==> src/rtl/opm_pkg.sv <==
package opm_pkg;

    // ****************************************
    // register map
    // ****************************************
    localparam logic [11:0] ADDR_TERM = 12'h461;
    localparam logic [11:0] ADDR_IND = 12'h462;
    localparam logic [11:0] ADDR_CLK = 12'h463;
    localparam logic [11:0] ADDR_STRAP = 12'h467;

    // ****************************************
    // field positions
    // ****************************************
    localparam int TERM_LSB = 1;
    localparam int TERM_RSV_LSB = 5;
    localparam int PA_FN_LSB = 0;
    localparam int PA_CK_LSB = 4;
    localparam int PB_FN_LSB = 8;
    localparam int PB_CK_LSB = 12;
    localparam int CP_FN_LSB = 0;
    localparam int CP_CK_LSB = 4;

    // ****************************************
    // reset values
    // ****************************************
    localparam logic [3:0] TERM_RST = 4'h8;
    localparam logic [10:0] TERM_RSV_RST = 11'h020;
    localparam logic TERM_B0_RST = 1'h0;
    localparam logic [2:0] PA_FN_RST = 3'h0;
    localparam logic [2:0] PB_FN_RST = 3'h0;
    localparam logic [2:0] CP_FN_RST = 3'h1;
    localparam logic [2:0] PIN_CK_RST = 3'h0;
    localparam logic [3:0] CP_CK_RST = 4'h0;

    // ****************************************
    // codes
    // ****************************************
    localparam logic [2:0] FN_OWN = 3'h0;
    localparam logic [2:0] FN_CLOCK = 3'h1;
    localparam logic [2:0] FN_WAKE = 3'h2;
    localparam logic [2:0] FN_UV = 3'h3;
    localparam logic [2:0] FN_TS_TX = 3'h4;
    localparam logic [2:0] FN_TS_RX = 3'h5;
    localparam logic [2:0] FN_LOW = 3'h6;
    localparam logic [2:0] FN_HIGH = 3'h7;
    localparam logic [3:0] CK_LINE = 4'h1;

    // sources shared by all three pins
    typedef struct packed {
        logic xtal_clk;
        logic line_clk;
        logic wake;
        logic undervolt;
        logic ts_tx;
        logic ts_rx;
    } opm_src_s;

    // one 2-bit mode per strap pin, msb field first
    typedef struct packed {
        logic [1:0] pin_b;
        logic [1:0] rx_valid;
        logic [1:0] rx_err;
        logic [1:0] pin_a;
        logic [1:0] rxd0;
        logic [1:0] rxd1;
        logic [1:0] rxd2;
        logic [1:0] rxd3;
    } opm_strap_s;

endpackage
==> src/rtl/opm_pin_mux.sv <==
// Strobed register access was chosen for this implementation.
`timescale 1ns/10ps
module opm_pin_mux (
    // clock and reset
    input wire logic i_sys_clk,
    input wire logic i_sys_rst,
    // register port
    input wire logic [11:0] i_addr,
    input wire logic [15:0] i_wdata,
    input wire logic i_wr,
    input wire logic i_rd,
    output logic [15:0] o_rdata,
    // signal sources
    input wire logic i_indicator_pin_a,
    input wire logic i_indicator_pin_b,
    input wire logic i_indicator_signal_c,
    input wire logic i_crystal_reference_clock,
    input wire logic i_transmit_line_clock,
    input wire logic i_wake_packet_indication,
    input wire logic i_undervoltage,
    input wire logic i_ts_tx_event,
    input wire logic i_ts_rx_event,
    // strap modes from the strap detector, stable around reset release
    input wire opm_pkg::opm_strap_s i_strap_mode,
    // pins
    output logic o_indicator_pin_a,
    output logic o_indicator_pin_b,
    output logic o_clock_output_pin,
    output logic [3:0] o_rx_pin_termination_code
);

    // ****************************************
    // registers
    // ****************************************
    logic [3:0] term_q;
    logic [10:0] term_rsv_q;
    logic term_b0_q;
    logic [2:0] pa_fn_q;
    logic [2:0] pa_ck_q;
    logic [2:0] pb_fn_q;
    logic [2:0] pb_ck_q;
    logic [2:0] cp_fn_q;
    logic [3:0] cp_ck_q;
    opm_pkg::opm_strap_s strap_q;
    opm_pkg::opm_strap_s strap_s1_q;
    opm_pkg::opm_strap_s strap_s2_q;
    logic cap_pend_q;
    logic [15:0] rdata_q;

    wire logic wr_term;
    wire logic wr_ind;
    wire logic wr_clk;
    wire logic [15:0] rd_term;
    wire logic [15:0] rd_ind;
    wire logic [15:0] rd_clk;
    wire logic [15:0] rd_mux;
    opm_pkg::opm_src_s src;

    // ****************************************
    // decode
    // ****************************************
    assign wr_term = i_wr && (i_addr == opm_pkg::ADDR_TERM);
    assign wr_ind = i_wr && (i_addr == opm_pkg::ADDR_IND);
    assign wr_clk = i_wr && (i_addr == opm_pkg::ADDR_CLK);

    assign rd_term = {term_rsv_q, term_q, term_b0_q};
    assign rd_ind = {1'b0, pb_ck_q, 1'b0, pb_fn_q, 1'b0, pa_ck_q, 1'b0, pa_fn_q};
    assign rd_clk = {8'h00, cp_ck_q, 1'b0, cp_fn_q};
    assign rd_mux = (i_addr == opm_pkg::ADDR_TERM) ? rd_term :
                    (i_addr == opm_pkg::ADDR_IND) ? rd_ind :
                    (i_addr == opm_pkg::ADDR_CLK) ? rd_clk :
                    (i_addr == opm_pkg::ADDR_STRAP) ? strap_q :
                    16'h0000;

    // ****************************************
    // control registers
    // ****************************************
    always_ff @(posedge i_sys_clk) begin
        if (i_sys_rst) begin
            term_q <= opm_pkg::TERM_RST;
            term_rsv_q <= opm_pkg::TERM_RSV_RST;
            term_b0_q <= opm_pkg::TERM_B0_RST;
        end else if (wr_term) begin
            term_q <= i_wdata[opm_pkg::TERM_LSB +: 4];
            term_rsv_q <= i_wdata[opm_pkg::TERM_RSV_LSB +: 11];
            term_b0_q <= i_wdata[0];
        end
    end

    always_ff @(posedge i_sys_clk) begin
        if (i_sys_rst) begin
            pa_fn_q <= opm_pkg::PA_FN_RST;
            pa_ck_q <= opm_pkg::PIN_CK_RST;
            pb_fn_q <= opm_pkg::PB_FN_RST;
            pb_ck_q <= opm_pkg::PIN_CK_RST;
        end else if (wr_ind) begin
            pa_fn_q <= i_wdata[opm_pkg::PA_FN_LSB +: 3];
            pa_ck_q <= i_wdata[opm_pkg::PA_CK_LSB +: 3];
            pb_fn_q <= i_wdata[opm_pkg::PB_FN_LSB +: 3];
            pb_ck_q <= i_wdata[opm_pkg::PB_CK_LSB +: 3];
        end
    end

    always_ff @(posedge i_sys_clk) begin
        if (i_sys_rst) begin
            cp_fn_q <= opm_pkg::CP_FN_RST;
            cp_ck_q <= opm_pkg::CP_CK_RST;
        end else if (wr_clk) begin
            cp_fn_q <= i_wdata[opm_pkg::CP_FN_LSB +: 3];
            cp_ck_q <= i_wdata[opm_pkg::CP_CK_LSB +: 4];
        end
    end

    // ****************************************
    // strap capture
    // ****************************************
    // two-stage sync, then one capture on the first cycle after reset release
    always_ff @(posedge i_sys_clk) begin
        strap_s1_q <= i_strap_mode;
        strap_s2_q <= strap_s1_q;
    end

    always_ff @(posedge i_sys_clk) begin
        if (i_sys_rst) begin
            cap_pend_q <= 1'b1;
            strap_q <= '0;
        end else if (cap_pend_q) begin
            cap_pend_q <= 1'b0;
            strap_q <= strap_s2_q;
        end
    end

    // ****************************************
    // read data
    // ****************************************
    always_ff @(posedge i_sys_clk) begin
        if (i_sys_rst) begin
            rdata_q <= 16'h0000;
        end else if (i_rd) begin
            rdata_q <= rd_mux;
        end else begin
            rdata_q <= 16'h0000;
        end
    end

    assign o_rdata = rdata_q;
    assign o_rx_pin_termination_code = term_q;

    // ****************************************
    // pin multiplexers
    // ****************************************
    assign src = '{xtal_clk: i_crystal_reference_clock, line_clk: i_transmit_line_clock,
                   wake: i_wake_packet_indication, undervolt: i_undervoltage,
                   ts_tx: i_ts_tx_event, ts_rx: i_ts_rx_event};

    opm_pin_sel u_pin_a (
        .i_func_sel(pa_fn_q),
        .i_clk_sel({1'b0, pa_ck_q}),
        .i_own(i_indicator_pin_a),
        .i_src(src),
        .o_pin(o_indicator_pin_a)
    );

    opm_pin_sel u_pin_b (
        .i_func_sel(pb_fn_q),
        .i_clk_sel({1'b0, pb_ck_q}),
        .i_own(i_indicator_pin_b),
        .i_src(src),
        .o_pin(o_indicator_pin_b)
    );

    opm_pin_sel u_clk_pin (
        .i_func_sel(cp_fn_q),
        .i_clk_sel(cp_ck_q),
        .i_own(i_indicator_signal_c),
        .i_src(src),
        .o_pin(o_clock_output_pin)
    );

endmodule

==> src/rtl/opm_pin_sel.sv <==
`timescale 1ns/10ps
module opm_pin_sel (
    // control
    input wire logic [2:0] i_func_sel,
    input wire logic [3:0] i_clk_sel,
    // sources
    input wire logic i_own,
    input wire opm_pkg::opm_src_s i_src,
    // pin
    output logic o_pin
);
    wire logic clk_pick;
    wire logic [7:0] fn_vec;

    // only the line clock code picks it; every other code is the crystal
    assign clk_pick = (i_clk_sel == opm_pkg::CK_LINE) ? i_src.line_clk : i_src.xtal_clk;

    assign fn_vec = {1'b1, 1'b0, i_src.ts_rx, i_src.ts_tx, i_src.undervolt,
                     i_src.wake, clk_pick, i_own};
    assign o_pin = fn_vec[i_func_sel];
endmodule

==> config.mk <==
export PLATFORM = sky130hd
export DESIGN_NAME = opm_pin_mux
export DESIGN_NICKNAME = d
export VERILOG_FILES = /design/src/rtl/opm_pkg.sv /design/src/rtl/opm_pin_mux.sv /design/src/rtl/opm_pin_sel.sv
export SDC_FILE = /design/constraint.sdc
export NUM_CORES = 1
export LEC_CHECK = 0
export ABC_AREA = 1
export BUFFER_PORTS_ARGS = -buffer_cell sky130_fd_sc_hd__buf_2
export CAP_MARGIN = 40
export CORE_UTILIZATION = 40
export DETAILED_ROUTE_END_ITERATION = 10
export HOLD_SLACK_MARGIN = 0.12
export SLEW_MARGIN = 20
export SYNTH_ARGS = -nofsm -noshare
export SYNTH_HDL_FRONTEND = slang
export SYNTH_SLANG_ARGS = --single-unit
==> constraint.sdc <==
create_clock -name i_sys_clk -period 1.9 [get_ports i_sys_clk]
set_clock_uncertainty 0.05 [all_clocks]
set_input_delay 0.57 -clock i_sys_clk [delete_from_list [all_inputs] [get_ports i_sys_clk]]
set_output_delay 0.57 -clock i_sys_clk [all_outputs]
set_load 0.03 [all_outputs]
==> flow_summary_export.csv <==
group,metric,value,unit
outcome,status,"complete, but fails checks",
outcome,violations,"negative setup slack",
logic_synthesis,yosysTopAreaCell,"dfxtp_1",
logic_synthesis,netlist-cell-type-count,24,
logic_synthesis,muxShareOfSynthArea,0,
placement,finalWeightedCongestion,0.851,
min_path,hp-class,"in2reg",
setup_path,reg2reg_depth,3,
layout,layout-drive-gt1-share,0.289,
setup_path,ff2ff_setup_slack,0.58,ns
job,drv_cap,0,
global_routing,grt_pass1_wl,14000,um
pwr,peakVddDrop,0.000656,V
floorplan,fp.dieH,98.6,um
route,drc,0,
pwr,power_density,815,nW/um^2
floorplan,ios,80,
global_routing,grt_overflow,0,
global_routing,grt_pass1_vias,3029,
setup_path,critPathLaunch,"i_ts_tx_event",
route,drt_wl_total,8680,um
sta,hold_slack,0.234,ns
clock_network,root_buffer,"clkbuf_8",
logic_synthesis,synth_seq_cells,100,
sta,setup_viol,3,
logic_synthesis,synth_top_area_frac,0.536,
clock_network,clkLatencyLatePin,0.38,ns
logic_synthesis,seq_area_frac_synth,0.536,
route,vias_per_cell,4.82,
min_path,hold_depth,1,
logic_synthesis,syn_area,3730,um^2
route,first_pass_iters,4,
global_routing,grt_max_degree,35,
logic_synthesis,syn_inst,489,
route,final_antenna_net_count,0,
global_routing,grt_usage,0.186,
placement,preCtsSetupSlack,-0.0592,ns
clock_network,cts_buffers,9,
logic_synthesis,synthXorXnorAreaFrac,0,
layout,antenna_cells,0,
pwr,p_sw_frac,0.247,
clock_network,hold_buffers,0,
pwr,pwr-share-seq,0.566,
sta,finalCritPeriodShare,1.05,
pwr,switchingPower,0.000947,W
sta,max_slew_margin,0.710,
setup_path,critical_path_class,"in2out",
sta,finalWorstSetupSlack,-0.0950,ns
logic_synthesis,synth_nets,546,
route,routedWlPerCell,12.3,um
pwr,power_leakage,2.34,nW
setup_path,r2r_start,"cap_pend_q",
sta,grt_setup_unrepaired,"yes",
sta,tightest_slew,0.434,ns
setup_path,worstSetupEndpoint,"o_indicator_pin_b",
layout,syn_to_final_growth,26.1,%
pwr,power.share.clock,0.382,
placement,portBuffers,79,
floorplan,coreArea,8890,um^2
setup_path,cpMaxStageDelayCell,"o31ai_4",
clock_network,h-tree-depth,3,
route,drt_iter0_markers,129,
placement,place_hpwl,6480,um
setup_path,cp_data_required_time,1.28,ns
layout,post-route-util,0.530,
sta,max_freq,501,MHz
logic_synthesis,synth_compound_area_frac,0.112,
min_path,hold_start,"i_strap_mode[13]",
clock_network,clkTransAtPathRegs,0.10,ns
sta,min_period,1.99,ns
floorplan,die_x,98.6,um
logic_synthesis,synth_warnings,0,
setup_path,worstPathMaxFanout,3,
setup_path,crit_arrival,1.37,ns
sta,hold_viol_final,0,
setup_path,reg2reg_to,"strap_q[5]",
floorplan,initial_utilization,0.420,
route,vias,3387,
layout,fillers,869,
floorplan,rows,34,
global_routing,antenna_found_initial,0,
clock_network,cts_tree,"yes",
logic_synthesis,synth_top_family_by_area,"simple AND/OR/NAND/NOR gates",
logic_synthesis,synth_fa_ha_area_frac,0,
pwr,combPwrFrac,0.052,
setup_path,end_kind,"output port",
setup_path,start_kind,"primary input",
logic_synthesis,synth-simple-area-share,0.274,
sta,drv_slew,0,
layout,fin_nets,647,
logic_synthesis,avgSynthCellArea,7.64,um^2
floorplan,die-area,9730,um^2
clock_network,cts_buffer_depth,2,
pwr,p_int,0.00289,W
logic_synthesis,yosys-top-cells-area,"dfxtp_1 (54%), nor2_1 (13%), o21ai_0 (8.4%)",
clock_network,cts_sinks,100,
setup_path,worstPathCellList,"buf_2 -> inv_1 -> o31ai_4 -> nor2_1 -> a31oi_2 -> buf_6",
setup_path,critPathMaxStageDelay,0.24,ns
[worst max-delay path: cells and delay by family]
family	cells	cell delay [ns]
buffers and inverters	3	0.32
AO/OA/AOI/OAI	2	0.40
AND/OR/NAND/NOR	1	0.08
[logic make-up (layout without fill, tap and decap cells)]
family,Yosys count,count (layout)
AOI/OAI and AO/OA,79,79
buffers and inverters,69,175
DFF,100,100
and+or+nand+nor,241,241
[Yosys cell counts]
library cell  count
nor2_1          127
dfxtp_1         100
nand2_1          63
o21ai_0          63
inv_1            51
nand3_1          30
nor2_2           10
clkbuf_1          8
a31oi_1           5
a21oi_1           4
buf_6             3
inv_2             3
nand2_2           3
nand4_1           3
o211ai_1          3
o31ai_1           3
nand2_4           2
nor2_4            2
buf_1             1
buf_2             1
buf_4             1
inv_4             1
nor3_4            1
o21a_1            1
[layout make-up]
cell class | instances | area (um^2) | share of cell area
inverter | 55 | 209 | 0.0444
clock buffer | 9 | 124 | 0.0263
sequential | 100 | 2030 | 0.431
multi-input combinational | 320 | 1510 | 0.320
timing repair buffer | 104 | 602 | 0.128
clock inverter | 7 | 103 | 0.0218
tap | 108 | 135 | 0.0287
[timing repair]
action / CTS / global route
gates resized for setup: 26 / 18
buffers inserted: 4 / 3
gates cloned: 0 / 0
hold endpoints to repair: 0 / 0
setup endpoints to repair: 3 / 3
pin swaps: 7 / 7
[how the worst min path moves through the flow]
stage | endpoint | slack (ns)
2_1_floorplan | strap_s2_q[0] | 0.26
3_3_place_gp | strap_s2_q[11] | 0.26
3_5_place_dp | strap_s2_q[9] | 0.26
4_1_cts | strap_s1_q[12] | 0.22
5_1_grt | strap_s1_q[11] | 0.21
6_report | strap_s1_q[13] | 0.23
[state kept, by name, summed over array words and instances, names as in the netlist]
signal,cells
cap_pend_q,1
cp_ck_q,4
cp_fn_q,3
o_rdata,16
o_rx_pin_termination_code,4
pa_ck_q,3
pa_fn_q,3
pb_ck_q,3
pb_fn_q,3
strap_q,16
strap_s1_q,16
strap_s2_q,16
term_b0_q,1
term_rsv_q,11
[layout by cell type (no fill, tap or decap), types with 3 or more instances in the layout]
cell type / n
dfxtp_2: 9
clkbuf_8: 9
nand3_1: 28
o21ai_0: 59
buf_6: 3
a31oi_1: 3
dfxtp_4: 4
nand4_1: 3
nand2_1: 63
buf_2: 76
dfxtp_1: 87
buf_4: 25
nand2_2: 3
nor2_2: 10
inv_1: 42
o21ai_1: 3
a21oi_1: 3
o211ai_1: 3
nor2_1: 127
inv_2: 12
[per-stage QoR]
| stage | area, um^2 | power (W) | instances | TNS, ns |
|---|---|---|---|---|
| final | 4710 | 0.00384 | 703 | -0.271 |
| after global routing | 4710 | 0.00402 | 703 | -0.475 |
| after CTS | 4650 | 0.00389 | 700 | -0.356 |
| after detailed placement | 4340 | 0.00242 | 680 | -0.113 |
| after global placement | 4340 | 0.00241 | 680 | -0.0258 |
| after floorplan | 3750 | 0.00231 | 489 | 0 |
[routing by layer]
metal	global-route usage	vias up	wire length, um
met5	0	-	0
met4	0.0654	0	72
met3	0.0397	6	412
met2	0.312	96	4200
met1	0.238	1536	3990
li1	-	1749	-
[power groups by stage]
stage,Sequential (W),Combinational [W],Clock (W)
CTS,0.00218,0.000195,0.00151
floorplan,0.00222,0.0000928,0
global placement,0.00223,0.000187,0
finish,0.00217,0.000198,0.00147
detailed placement,0.00223,0.000190,0
global route,0.00218,0.000224,0.00162
No activity file was read; power rests on OpenSTA's default activity.
